--- src/include/lsu_pkg.sv ---
// Constants, opcodes and types of the logic and shift unit.
package lsu_pkg;

	// ------------------------------------------------------------
	// Bus register map (byte addresses)
	// ------------------------------------------------------------
	localparam logic [11:0] ADDR_INSTR  = 12'h000;
	localparam logic [11:0] ADDR_STATUS = 12'h004;
	localparam logic [11:0] ADDR_MODE   = 12'h008;
	localparam logic [5:0]  GPR_WIN     = 6'h01;
	localparam logic [5:0]  SCR_WIN     = 6'h02;
	localparam logic [31:0] WORD_RESET  = 32'h0000_0000;
	localparam logic        MODE_RESET  = 1'h0;

	// ------------------------------------------------------------
	// System control register numbers and bit positions
	// ------------------------------------------------------------
	localparam logic [3:0] SCR_PCS = 4'hB;
	localparam logic [3:0] SCR_MQ  = 4'hA;
	localparam logic [3:0] SCR_IAR = 4'hD;
	localparam logic [3:0] SCR_ICS = 4'hE;
	localparam logic [3:0] SCR_CS  = 4'hF;
	localparam int CS_LT_BIT    = 8;
	localparam int CS_EQ_BIT    = 9;
	localparam int CS_GT_BIT    = 10;
	localparam int PCS_PRIV_BIT = 4;
	localparam int ST_PRIV_BIT  = 3;
	localparam int ST_MODE_BIT  = 4;
	localparam logic [5:0] PLUS_SIXTEEN = 6'h10;
	localparam logic [4:0] CLZ_EMPTY    = 5'h10;

	// ------------------------------------------------------------
	// Opcodes
	// ------------------------------------------------------------
	localparam logic [7:0] OP_AND   = 8'hE5;
	localparam logic [7:0] OP_OR    = 8'hE3;
	localparam logic [7:0] OP_XOR   = 8'hE7;
	localparam logic [7:0] OP_CLZ   = 8'hF5;
	localparam logic [7:0] OP_AND_IMM_LOW_ZERO_FILL  = 8'hC5;
	localparam logic [7:0] OP_AND_IMM_LOW_ONE_FILL  = 8'hC6;
	localparam logic [7:0] OP_AND_IMM_HIGH_ZERO_FILL  = 8'hD5;
	localparam logic [7:0] OP_AND_IMM_HIGH_ONE_FILL  = 8'hD6;
	localparam logic [7:0] OP_OIL   = 8'hC4;
	localparam logic [7:0] OP_OIU   = 8'hC3;
	localparam logic [7:0] OP_XIL   = 8'hC7;
	localparam logic [7:0] OP_XIU   = 8'hD7;
	localparam logic [7:0] OP_SAR   = 8'hB0;
	localparam logic [7:0] OP_ARITH_RIGHT_SHIFT_IMM  = 8'hA0;
	localparam logic [7:0] OP_SARIP = 8'hA1;
	localparam logic [7:0] OP_SR    = 8'hB8;
	localparam logic [7:0] OP_SRI   = 8'hA8;
	localparam logic [7:0] OP_SRIP  = 8'hA9;
	localparam logic [7:0] OP_SRP   = 8'hB9;
	localparam logic [7:0] OP_PAIRED_RIGHT_SHIFT_IMM  = 8'hAC;
	localparam logic [7:0] OP_SRPIP = 8'hAD;
	localparam logic [7:0] OP_SL    = 8'hBA;
	localparam logic [7:0] OP_SLI   = 8'hAA;
	localparam logic [7:0] OP_SLIP  = 8'hAB;
	localparam logic [7:0] OP_SLP   = 8'hBB;
	localparam logic [7:0] OP_PAIRED_LEFT_SHIFT_IMM  = 8'hAE;
	localparam logic [7:0] OP_SLPIP = 8'hAF;
	localparam logic [7:0] OP_MTS   = 8'hB5;
	localparam logic [7:0] OP_MFS   = 8'h96;
	localparam logic [7:0] OP_CONTROL_BIT_SET_OP = 8'h97;
	localparam logic [7:0] OP_CONTROL_BIT_CLEAR_OP = 8'h98;
	localparam logic [7:0] OP_SVC   = 8'hC0;
	localparam logic [7:0] OP_LPS   = 8'hD0;
	localparam logic [7:0] OP_WAIT  = 8'hF0;

	typedef enum logic [3:0] {
		LOP_AND, LOP_OR, LOP_XOR, LOP_AND_LZ, LOP_AND_LO, LOP_AND_HZ,
		LOP_AND_HO, LOP_OR_L, LOP_OR_H, LOP_XOR_L, LOP_XOR_H, LOP_CLZ
	} lsu_lop_t;

	typedef enum {ST_IDLE, ST_RDWAIT} lsu_bus_state_t;

endpackage

--- src/include/lsu_dp_if.sv ---
// Operand and result bundle between the control core and the datapath units.
interface lsu_dp_if;
	logic [31:0]       opa;
	logic [31:0]       opb;
	logic [15:0]       imm;
	lsu_pkg::lsu_lop_t lsel;
	logic [5:0]        shamt;
	logic              sleft;
	logic              sarith;
	logic [31:0]       lres;
	logic [31:0]       sres;

	modport ctl (output opa, opb, imm, lsel, shamt, sleft, sarith, input lres, sres);
	modport lgc (input opa, opb, imm, lsel, output lres);
	modport shf (input opa, shamt, sleft, sarith, output sres);
endinterface

--- src/rtl/lsu_logic.sv ---
// Bitwise logic and leading-zero count unit.
module lsu_logic (
	lsu_dp_if.lgc dp	// Operands in, logic result out.
);
	logic [4:0] lzc;

	always_comb begin
		lzc = lsu_pkg::CLZ_EMPTY;
		for (int i = 0; i < 16; i++) begin
			if (dp.opb[i]) begin
				lzc = 5'(15 - i);
			end
		end
		case (dp.lsel)
			lsu_pkg::LOP_AND:    dp.lres = dp.opa & dp.opb;
			lsu_pkg::LOP_OR:     dp.lres = dp.opa | dp.opb;
			lsu_pkg::LOP_XOR:    dp.lres = dp.opa ^ dp.opb;
			lsu_pkg::LOP_AND_LZ: dp.lres = dp.opb & {16'h0000, dp.imm};
			lsu_pkg::LOP_AND_LO: dp.lres = dp.opb & {16'hFFFF, dp.imm};
			lsu_pkg::LOP_AND_HZ: dp.lres = dp.opb & {dp.imm, 16'h0000};
			lsu_pkg::LOP_AND_HO: dp.lres = dp.opb & {dp.imm, 16'hFFFF};
			lsu_pkg::LOP_OR_L:   dp.lres = dp.opb | {16'h0000, dp.imm};
			lsu_pkg::LOP_OR_H:   dp.lres = dp.opb | {dp.imm, 16'h0000};
			lsu_pkg::LOP_XOR_L:  dp.lres = dp.opb ^ {16'h0000, dp.imm};
			lsu_pkg::LOP_XOR_H:  dp.lres = dp.opb ^ {dp.imm, 16'h0000};
			lsu_pkg::LOP_CLZ:    dp.lres = {27'h0000000, lzc};
			default:             dp.lres = dp.opa;
		endcase
	end
endmodule

--- src/rtl/lsu_shifter.sv ---
// Barrel shifter for logical, arithmetic and left shifts.
module lsu_shifter (
	lsu_dp_if.shf dp	// Operand and distance in, shifted value out.
);
	always_comb begin
		if (dp.shamt > 6'h1F) begin
			dp.sres = (dp.sarith && !dp.sleft) ? {32{dp.opa[31]}} : 32'h0000_0000;
		end else if (dp.sleft) begin
			dp.sres = dp.opa << dp.shamt[4:0];
		end else if (dp.sarith) begin
			dp.sres = $signed(dp.opa) >>> dp.shamt[4:0];
		end else begin
			dp.sres = dp.opa >> dp.shamt[4:0];
		end
	end
endmodule

--- src/rtl/lsu_top.sv ---
// Logic, shift and system control execution unit with an AHB-Lite register slave.
//
// Notes on behaviour
// - AND of both registers goes to first register; flags updated.
// - Low-half AND immediate with zero or one fill in upper half.
// - High-half AND immediate with zero or one fill in lower half.
// - OR of both registers goes to first register; flags updated.
// - OR immediate placed low or high, other half zero.
// - XOR of both registers goes to first register; flags updated.
// - XOR immediate placed low or high, other half zero.
// - Count zeroes above leftmost one in low halfword; empty gives 16.
// - Leading-zero count leaves the flags alone.
// - Logic results set less-than, zero or greater flag as signed value.
// - Shifts set flags from the value actually written.
// - Immediate shifts take distance 0 to 31 from the immediate.
// - Register shifts take six low bits of second register; above 31 is full.
// - Plus-sixteen shifts add 16 to the immediate distance.
// - Non-arithmetic shifts fill vacated bits with zeroes.
// - Arithmetic right shifts fill with the original sign bit.
// - Paired shifts write the twin register; first register unchanged.
// - Control registers can be read, written, and low 16 bits set or cleared.
// - Move-to copies second register into selected control register.
// - Hardware changes control registers except interrupt control status.
// - Unprivileged control ops only on quotient or status register, else trap; supervisor call never traps.
// - Shifts never raise a privilege exception.
// - Logic ops never raise a privilege exception.
module lsu_top (
	input  wire logic        hclk,             // Clock, 50 MHz.
	input  wire logic        hresetn,          // Asynchronous reset, active low.
	input  wire logic        hsel,             // Slave select.
	input  wire logic [31:0] haddr,            // Byte address.
	input  wire logic [1:0]  htrans,           // Transfer type.
	input  wire logic        hwrite,           // Write when high.
	input  wire logic [2:0]  hsize,            // Transfer size, word only.
	input  wire logic [31:0] hwdata,           // Write data.
	input  wire logic        hready,           // Bus ready.
	output logic             hreadyout,        // Slave ready.
	output logic             hresp,            // Response, always OKAY.
	output logic [31:0]      hrdata,           // Read data.
	output logic             program_check,    // One-cycle privilege trap pulse.
	output logic             less_than_flag,   // Condition: negative.
	output logic             zero_result_flag, // Condition: zero.
	output logic             greater_flag      // Condition: positive.
);
	// ------------------------------------------------------------
	// State
	// ------------------------------------------------------------
	lsu_pkg::lsu_bus_state_t st;
	lsu_pkg::lsu_bus_state_t next_st;
	logic        wr_pend;
	logic        next_wr_pend;
	logic [11:0] acc_addr;
	logic [11:0] next_acc_addr;
	logic        rdy;
	logic        next_rdy;
	logic [31:0] rdat;
	logic [31:0] next_rdat;
	logic        pchk;
	logic        next_pchk;
	logic        unpriv;
	logic        next_unpriv;
	logic [31:0] gpr      [16];
	logic [31:0] next_gpr [16];
	logic [31:0] system_control_register      [16];
	logic [31:0] next_scr [16];

	// ------------------------------------------------------------
	// Decode and datapath signals
	// ------------------------------------------------------------
	logic        take;
	logic        exec;
	logic [7:0]  op;
	logic [3:0]  r2;
	logic [3:0]  r3;
	logic [3:0]  twin;
	logic [15:0] imm;
	logic [5:0]  dist_reg;
	logic [5:0]  dist_imm;
	logic [5:0]  dist_plus;
	logic [31:0] res;
	logic [3:0]  dst;
	logic        wr_gpr;
	logic        upd_flags;
	logic        use_shift;
	logic        sysop;
	logic        sys_free;
	logic        trap;
	logic [31:0] rd_mux;

	lsu_dp_if dp ();

	lsu_logic u_logic (
		.dp (dp)
	);

	lsu_shifter u_shifter (
		.dp (dp)
	);

	assign hreadyout        = rdy;
	assign hresp            = 1'b0;
	assign hrdata           = rdat;
	assign program_check    = pchk;
	assign less_than_flag   = system_control_register[lsu_pkg::SCR_CS][lsu_pkg::CS_LT_BIT];
	assign zero_result_flag = system_control_register[lsu_pkg::SCR_CS][lsu_pkg::CS_EQ_BIT];
	assign greater_flag     = system_control_register[lsu_pkg::SCR_CS][lsu_pkg::CS_GT_BIT];

	// ------------------------------------------------------------
	// Instruction decode
	// ------------------------------------------------------------
	// An instruction runs in the data phase of its write, so it is complete
	// before any following read can sample the registers.
	assign exec = wr_pend && (acc_addr == lsu_pkg::ADDR_INSTR);
	assign op   = hwdata[31:24];
	assign r2   = hwdata[23:20];
	assign r3   = hwdata[19:16];
	assign imm  = hwdata[15:0];
	assign twin = {r2[3:1], ~r2[0]};
	assign dist_reg  = gpr[r3][5:0];
	assign dist_imm  = {1'b0, imm[4:0]};
	assign dist_plus = dist_imm + lsu_pkg::PLUS_SIXTEEN;

	always_comb begin
		dp.opa    = gpr[r2];
		dp.opb    = gpr[r3];
		dp.imm    = imm;
		dp.lsel   = lsu_pkg::LOP_AND;
		dp.shamt  = dist_reg;
		dp.sleft  = 1'b0;
		dp.sarith = 1'b0;
		dst       = r2;
		wr_gpr    = 1'b0;
		upd_flags = 1'b0;
		use_shift = 1'b0;
		sysop     = 1'b0;
		case (op)
			lsu_pkg::OP_AND: begin
				wr_gpr    = 1'b1;
				upd_flags = 1'b1;
			end
			lsu_pkg::OP_OR: begin
				dp.lsel   = lsu_pkg::LOP_OR;
				wr_gpr    = 1'b1;
				upd_flags = 1'b1;
			end
			lsu_pkg::OP_XOR: begin
				dp.lsel   = lsu_pkg::LOP_XOR;
				wr_gpr    = 1'b1;
				upd_flags = 1'b1;
			end
			lsu_pkg::OP_AND_IMM_LOW_ZERO_FILL, lsu_pkg::OP_AND_IMM_LOW_ONE_FILL: begin
				dp.lsel   = (op == lsu_pkg::OP_AND_IMM_LOW_ZERO_FILL) ? lsu_pkg::LOP_AND_LZ : lsu_pkg::LOP_AND_LO;
				wr_gpr    = 1'b1;
				upd_flags = 1'b1;
			end
			lsu_pkg::OP_AND_IMM_HIGH_ZERO_FILL, lsu_pkg::OP_AND_IMM_HIGH_ONE_FILL: begin
				dp.lsel   = (op == lsu_pkg::OP_AND_IMM_HIGH_ZERO_FILL) ? lsu_pkg::LOP_AND_HZ : lsu_pkg::LOP_AND_HO;
				wr_gpr    = 1'b1;
				upd_flags = 1'b1;
			end
			lsu_pkg::OP_OIL, lsu_pkg::OP_OIU: begin
				dp.lsel   = (op == lsu_pkg::OP_OIL) ? lsu_pkg::LOP_OR_L : lsu_pkg::LOP_OR_H;
				wr_gpr    = 1'b1;
				upd_flags = 1'b1;
			end
			lsu_pkg::OP_XIL, lsu_pkg::OP_XIU: begin
				dp.lsel   = (op == lsu_pkg::OP_XIL) ? lsu_pkg::LOP_XOR_L : lsu_pkg::LOP_XOR_H;
				wr_gpr    = 1'b1;
				upd_flags = 1'b1;
			end
			lsu_pkg::OP_CLZ: begin
				dp.lsel = lsu_pkg::LOP_CLZ;
				wr_gpr  = 1'b1;
			end
			lsu_pkg::OP_SAR, lsu_pkg::OP_ARITH_RIGHT_SHIFT_IMM, lsu_pkg::OP_SARIP: begin
				dp.sarith = 1'b1;
				use_shift = 1'b1;
			end
			lsu_pkg::OP_SR, lsu_pkg::OP_SRI, lsu_pkg::OP_SRIP: begin
				use_shift = 1'b1;
			end
			lsu_pkg::OP_SL, lsu_pkg::OP_SLI, lsu_pkg::OP_SLIP: begin
				dp.sleft  = 1'b1;
				use_shift = 1'b1;
			end
			lsu_pkg::OP_SRP, lsu_pkg::OP_PAIRED_RIGHT_SHIFT_IMM, lsu_pkg::OP_SRPIP: begin
				dst       = twin;
				use_shift = 1'b1;
			end
			lsu_pkg::OP_SLP, lsu_pkg::OP_PAIRED_LEFT_SHIFT_IMM, lsu_pkg::OP_SLPIP: begin
				dp.sleft  = 1'b1;
				dst       = twin;
				use_shift = 1'b1;
			end
			lsu_pkg::OP_MTS, lsu_pkg::OP_MFS, lsu_pkg::OP_CONTROL_BIT_SET_OP, lsu_pkg::OP_CONTROL_BIT_CLEAR_OP,
			lsu_pkg::OP_SVC, lsu_pkg::OP_LPS, lsu_pkg::OP_WAIT: begin
				sysop = 1'b1;
			end
			default: begin
				wr_gpr = 1'b0;
			end
		endcase
		case (op)
			lsu_pkg::OP_ARITH_RIGHT_SHIFT_IMM, lsu_pkg::OP_SRI, lsu_pkg::OP_SLI,
			lsu_pkg::OP_PAIRED_RIGHT_SHIFT_IMM, lsu_pkg::OP_PAIRED_LEFT_SHIFT_IMM: begin
				dp.shamt = dist_imm;
			end
			lsu_pkg::OP_SARIP, lsu_pkg::OP_SRIP, lsu_pkg::OP_SLIP,
			lsu_pkg::OP_SRPIP, lsu_pkg::OP_SLPIP: begin
				dp.shamt = dist_plus;
			end
			default: begin
				dp.shamt = dist_reg;
			end
		endcase
		if (use_shift) begin
			wr_gpr    = 1'b1;
			upd_flags = 1'b1;
		end
	end

	assign res = use_shift ? dp.sres : dp.lres;

	assign sys_free = (op == lsu_pkg::OP_SVC)
		|| (((op == lsu_pkg::OP_MTS) || (op == lsu_pkg::OP_MFS)
		|| (op == lsu_pkg::OP_CONTROL_BIT_SET_OP) || (op == lsu_pkg::OP_CONTROL_BIT_CLEAR_OP))
		&& ((r2 == lsu_pkg::SCR_MQ) || (r2 == lsu_pkg::SCR_CS)));
	assign trap = exec && unpriv && sysop && !sys_free;

	// ------------------------------------------------------------
	// Read multiplexer
	// ------------------------------------------------------------
	always_comb begin
		rd_mux = lsu_pkg::WORD_RESET;
		if (acc_addr == lsu_pkg::ADDR_STATUS) begin
			rd_mux[2:0] = {greater_flag, zero_result_flag, less_than_flag};
			rd_mux[lsu_pkg::ST_PRIV_BIT] = system_control_register[lsu_pkg::SCR_PCS][lsu_pkg::PCS_PRIV_BIT];
			rd_mux[lsu_pkg::ST_MODE_BIT] = unpriv;
		end else if (acc_addr == lsu_pkg::ADDR_MODE) begin
			rd_mux[0] = unpriv;
		end else if (acc_addr[11:6] == lsu_pkg::GPR_WIN) begin
			rd_mux = gpr[acc_addr[5:2]];
		end else if (acc_addr[11:6] == lsu_pkg::SCR_WIN) begin
			rd_mux = system_control_register[acc_addr[5:2]];
		end
	end

	// ------------------------------------------------------------
	// Bus slave and register next state
	// ------------------------------------------------------------
	assign take = hsel && hready && htrans[1];

	always_comb begin
		next_st       = st;
		next_wr_pend  = 1'b0;
		next_acc_addr = acc_addr;
		next_rdy      = rdy;
		next_rdat     = rdat;
		next_pchk     = 1'b0;
		next_unpriv   = unpriv;
		next_gpr      = gpr;
		next_scr      = system_control_register;
		case (st)
			lsu_pkg::ST_IDLE: begin
				if (take) begin
					next_acc_addr = haddr[11:0];
					next_wr_pend  = hwrite;
					if (!hwrite) begin
						next_st  = lsu_pkg::ST_RDWAIT;
						next_rdy = 1'b0;
					end
				end
			end
			lsu_pkg::ST_RDWAIT: begin
				next_rdat = rd_mux;
				next_rdy  = 1'b1;
				next_st   = lsu_pkg::ST_IDLE;
			end
			default: begin
				next_st  = lsu_pkg::ST_IDLE;
				next_rdy = 1'b1;
			end
		endcase
		// Bus writes land in the data phase.
		if (wr_pend) begin
			if (acc_addr == lsu_pkg::ADDR_MODE) begin
				next_unpriv = hwdata[0];
			end else if (acc_addr[11:6] == lsu_pkg::GPR_WIN) begin
				next_gpr[acc_addr[5:2]] = hwdata;
			end else if (acc_addr[11:6] == lsu_pkg::SCR_WIN) begin
				next_scr[acc_addr[5:2]] = hwdata;
			end
		end
		if (exec && !trap) begin
			if (wr_gpr) begin
				next_gpr[dst] = res;
			end
			if (upd_flags) begin
				next_scr[lsu_pkg::SCR_CS][lsu_pkg::CS_LT_BIT] = res[31];
				next_scr[lsu_pkg::SCR_CS][lsu_pkg::CS_EQ_BIT] = (res == 32'h0000_0000);
				next_scr[lsu_pkg::SCR_CS][lsu_pkg::CS_GT_BIT] = !res[31] && (res != 32'h0000_0000);
			end
			case (op)
				lsu_pkg::OP_MTS: begin
					next_scr[r2] = gpr[r3];
				end
				lsu_pkg::OP_MFS: begin
					next_gpr[r3] = system_control_register[r2];
				end
				lsu_pkg::OP_CONTROL_BIT_SET_OP: begin
					next_scr[r2][imm[3:0]] = 1'b1;
				end
				lsu_pkg::OP_CONTROL_BIT_CLEAR_OP: begin
					next_scr[r2][imm[3:0]] = 1'b0;
				end
				default: begin
					next_pchk = 1'b0;
				end
			endcase
		end
		if (trap) begin
			next_scr[lsu_pkg::SCR_PCS][lsu_pkg::PCS_PRIV_BIT] = 1'b1;
			next_pchk = 1'b1;
		end
	end

	// ------------------------------------------------------------
	// Registers
	// ------------------------------------------------------------
	// only bus and instruction paths write the interrupt control status
	always_ff @(posedge hclk or negedge hresetn) begin
		if (!hresetn) begin
			st       <= lsu_pkg::ST_IDLE;
			wr_pend  <= 1'b0;
			acc_addr <= 12'h000;
			rdy      <= 1'b1;
			rdat     <= lsu_pkg::WORD_RESET;
			pchk     <= 1'b0;
			unpriv   <= lsu_pkg::MODE_RESET;
			for (int i = 0; i < 16; i++) begin
				gpr[i] <= lsu_pkg::WORD_RESET;
				system_control_register[i] <= lsu_pkg::WORD_RESET;
			end
		end else begin
			st       <= next_st;
			wr_pend  <= next_wr_pend;
			acc_addr <= next_acc_addr;
			rdy      <= next_rdy;
			rdat     <= next_rdat;
			pchk     <= next_pchk;
			unpriv   <= next_unpriv;
			gpr      <= next_gpr;
			system_control_register      <= next_scr;
		end
	end
endmodule

--- config.mk ---
export PLATFORM = sky130hd
export DESIGN_NAME = lsu_top
export DESIGN_NICKNAME = d
export VERILOG_FILES = /design/src/include/lsu_pkg.sv /design/src/include/lsu_dp_if.sv /design/src/rtl/lsu_logic.sv /design/src/rtl/lsu_shifter.sv /design/src/rtl/lsu_top.sv
export SDC_FILE = /design/constraint.sdc
export NUM_CORES = 2
export LEC_CHECK = 0
export BUFFER_PORTS_ARGS = -buffer_cell sky130_fd_sc_hd__buf_2
export CAP_MARGIN = 20
export CORE_UTILIZATION = 30
export CTS_BUF_LIST = sky130_fd_sc_hd__clkbuf_8
export DETAILED_ROUTE_END_ITERATION = 10
export PLACE_DENSITY_LB_ADDON = 0.25
export SYNTH_ARGS = -nofsm -noshare
export SYNTH_HDL_FRONTEND = slang
export SYNTH_HIERARCHICAL = 1
export SYNTH_SLANG_ARGS = --single-unit
--- constraint.sdc ---
create_clock -name hclk -period 5.4 [get_ports hclk]
set_clock_uncertainty 0.15 [all_clocks]
set_input_delay 0.54 -clock hclk [delete_from_list [all_inputs] [get_ports hclk]]
set_output_delay 0.54 -clock hclk [all_outputs]
set_load 0.01 [all_outputs]
==> out/results.ini <==
[run_status]
outcome=complete, but fails checks
violations=design-rule violations

[power_and_ir_drop]
peakVddDrop_mv=0.265
p_per_area_nw_per_um2=243
p_leak_nw=42.6
power_frac_comb_pct=29.4
p_sw_share_pct=35.6
total_power_mw=24.4
p_clk_share_pct=35.2
power_frac_seq_pct=35.4
p_int_mw=15.7
p_sw_mw=8.69

[place]
place.gp.congestion=1.01
hpwl_mm=314
io_buffers=86

[routing]
antenna_left=0
dr.pass1.iters=11
vias=84749
finalWirelength_mm=481
drc=6
met3_length_mm=65.8
drtIter0Drc=13323
routed_via_density=6.82
routedLengthMet1_mm=175
wl_per_cell_um=38.7
highest_layer=met5
wl_met2_mm=198

[worst_setup_path]
critPathKind=input port to register
cp_slowest_cell=mux4_2
required_ns=6.20
worstPathArrival_ns=6.08
cpPeakStageDelay_ns=0.74
startpoint_type=input port
crit_fanout=12
cpLargestDelayFamily=multiplexers
worst_setup_path_end_kind=register
cp.buffers_inverters=6
crit_chain=dlygate4sd3_1, buf_12, buf_12, mux4_2, mux4_2, buf_4, mux4_2, buf_4, nand2_1, o21ai_0, a211o_1, and3_1, nor4_1, nand4_1, nor3_2, buf_4, o21a_2, a31oi_1, a31o_2

[sta]
finalHoldViolCount=0
grt_setup_unrepaired=no
slew_headroom_pct=8.92
finalSetupTns_ns=0
fin_crit_ns=5.29
period_share_pct=97.9
finalSetupViolCount=0
worstMarginPinSlew_ns=1.36
maxSlewViolCount=0
fmax_ghz=0.189

[flow_run]
drv_cap=0

[grt]
grt_pass1_vias=81682
grt_overflow=0
grt_pass1_wl_mm=662
antenna_found_initial=44
grt_max_degree=153
grtUsageTotal_pct=32.9

[synthesis]
synth_seq_cells=1073
syn_nets=8359
synthFlopType=dfrtp_1
yosys.area.top_type=dfrtp_1
syn_area_um2=84400
yosysTopAreaCellShare_pct=31.8
synth_edf_count=0
yosys-top-cells-area=dfrtp_1 32%, mux4_2 21%, mux2i_1 8.0%, o22ai_1 4.8%, a22oi_1 3.8%
yosysSeqAreaShare_pct=31.8
syn_area_per_cell_um2=10.4
yosys.cell_types.count=93
yosysWarnings=6
syn-instance-count=8157
async_reset_ff_share_pct=100

[die]
die_x_um=533
die_h_um=533
core_area_um2=280000
initial_core_util_pct=30.2
rows=194
die-area_um2=284000
io_pins=112

[final_layout]
syn_to_final_growth_pct=19.1
most-common-layout-cells=1067 x dfrtp_1, 878 x buf_4, 793 x mux4_2, 669 x mux2i_1, 644 x o22ai_1
drive_gt1_share_pct=30.4
final_common_cell=dfrtp_1
layout.nets=8721

[hold_path]
worstHoldPathType=input port to async pin

[clock_tree]
cts_buffers=201
htree_levels=4
cts.path.max_buffers=3
cts.sinks=1073
insertion_delay_ns=1.07
path_clk_slew_ns=0.06
cts_root_buf=clkbuf_8
cts_tree=built

==> state kept, by name, indices dropped and copies added (netlist names), 12 cells and up <==
register	flops
gpr	512
system_control_register	509
acc_addr	12
hrdata	32
==> cell usage after synthesis, drive strengths merged, types with 111 or more instances <==
library cell,count
dfrtp,1072
mux4,794
mux2i,675
clkbuf,646
o22ai,645
nand2,639
nor2,495
a22oi,425
a21oi,423
buf,350
mux2,235
a31oi,200
a21o,189
o21ai,178
inv,162
a32oi,149
ha,128
a211oi,111
==> final timing paths <==
path                       cells after the start  startpoint  slack, ns                           end
hold reg to reg                                2   hreadyout       0.34                     hreadyout
setup / recovery                              19  hwdata[20]       0.11                  greater_flag
setup reg to reg                              19    gpr[258]       0.11                  greater_flag
hold / removal                                 2     hresetn      0.006                       gpr[68]
max in group asynchronous                      3     hresetn       3.32  system_control_register[466]
min in group hclk                              4  hwdata[26]       0.05                      gpr[218]
==> final cells by class <==
type | instances | area, µm²
diodes | 30 | 75.1
repair buffers | 1155 | 10700
well taps | 3724 | 4660
fillers | 27883 | 179000
flip-flops and latches | 1073 | 26900
multi-input cells | 5921 | 53400
clock inverters | 104 | 646
clock buffers | 258 | 3550
inverters | 167 | 631
==> metal layers <==
metal  vias to the layer above  track usage [%]
met5                         -           0.0506
met4                        35             23.8
met3                      1789             13.1
met2                      7182             46.6
met1                     42984             40.3
li1                      32759                -
==> cell families (layout without fill, tap and decap cells) <==
kind of cell,Yosys count,after routing,synth area share (%)
buf+inv,1163,1684,5.70
xor+xnor,6,6,0.0711
other cells,1,31,0.00444
simple gates,1578,1578,8.44
fa+ha+maj,128,128,1.90
mux,1704,1704,32.3
compound gates,2504,2504,19.8
flops,1073,1073,31.8
==> metrics by stage <==
stage                     hold WS (ns)  cells  util (%)  setup slack [ns]  instance area [µm²]
final                          0.00615  12432      36.0             0.112               101000
after global routing            0.0276  12406      35.9           0.00893               100000
after CTS                      0.00394  12399      35.9           0.00166               100000
after detailed placement         0.325  12013      34.3            -0.610                95900
after global placement           0.327  12006      34.3            -0.612                95900
after floorplan                 0.0944   8157         -           0.00856                84500
==> power groups by stage <==
stage	logic, mW	clock network, mW	registers, mW
finish	7.17	8.59	8.65
global route	7.32	8.98	8.68
CTS	6.94	8.63	8.64
detailed placement	6.90	0	8.78
global placement	6.86	0	8.76
floorplan	3.73	0	8.62
==> repair_timing <==
action	4_1_cts	5_1_grt
endpoints found under the hold margin	99	0
setup buffers	0	3
pin swaps	0	1
endpoints found under the setup margin	2	2
resized for setup	2	11
hold buffers	24	0
(Power assumes the default switching activity.)
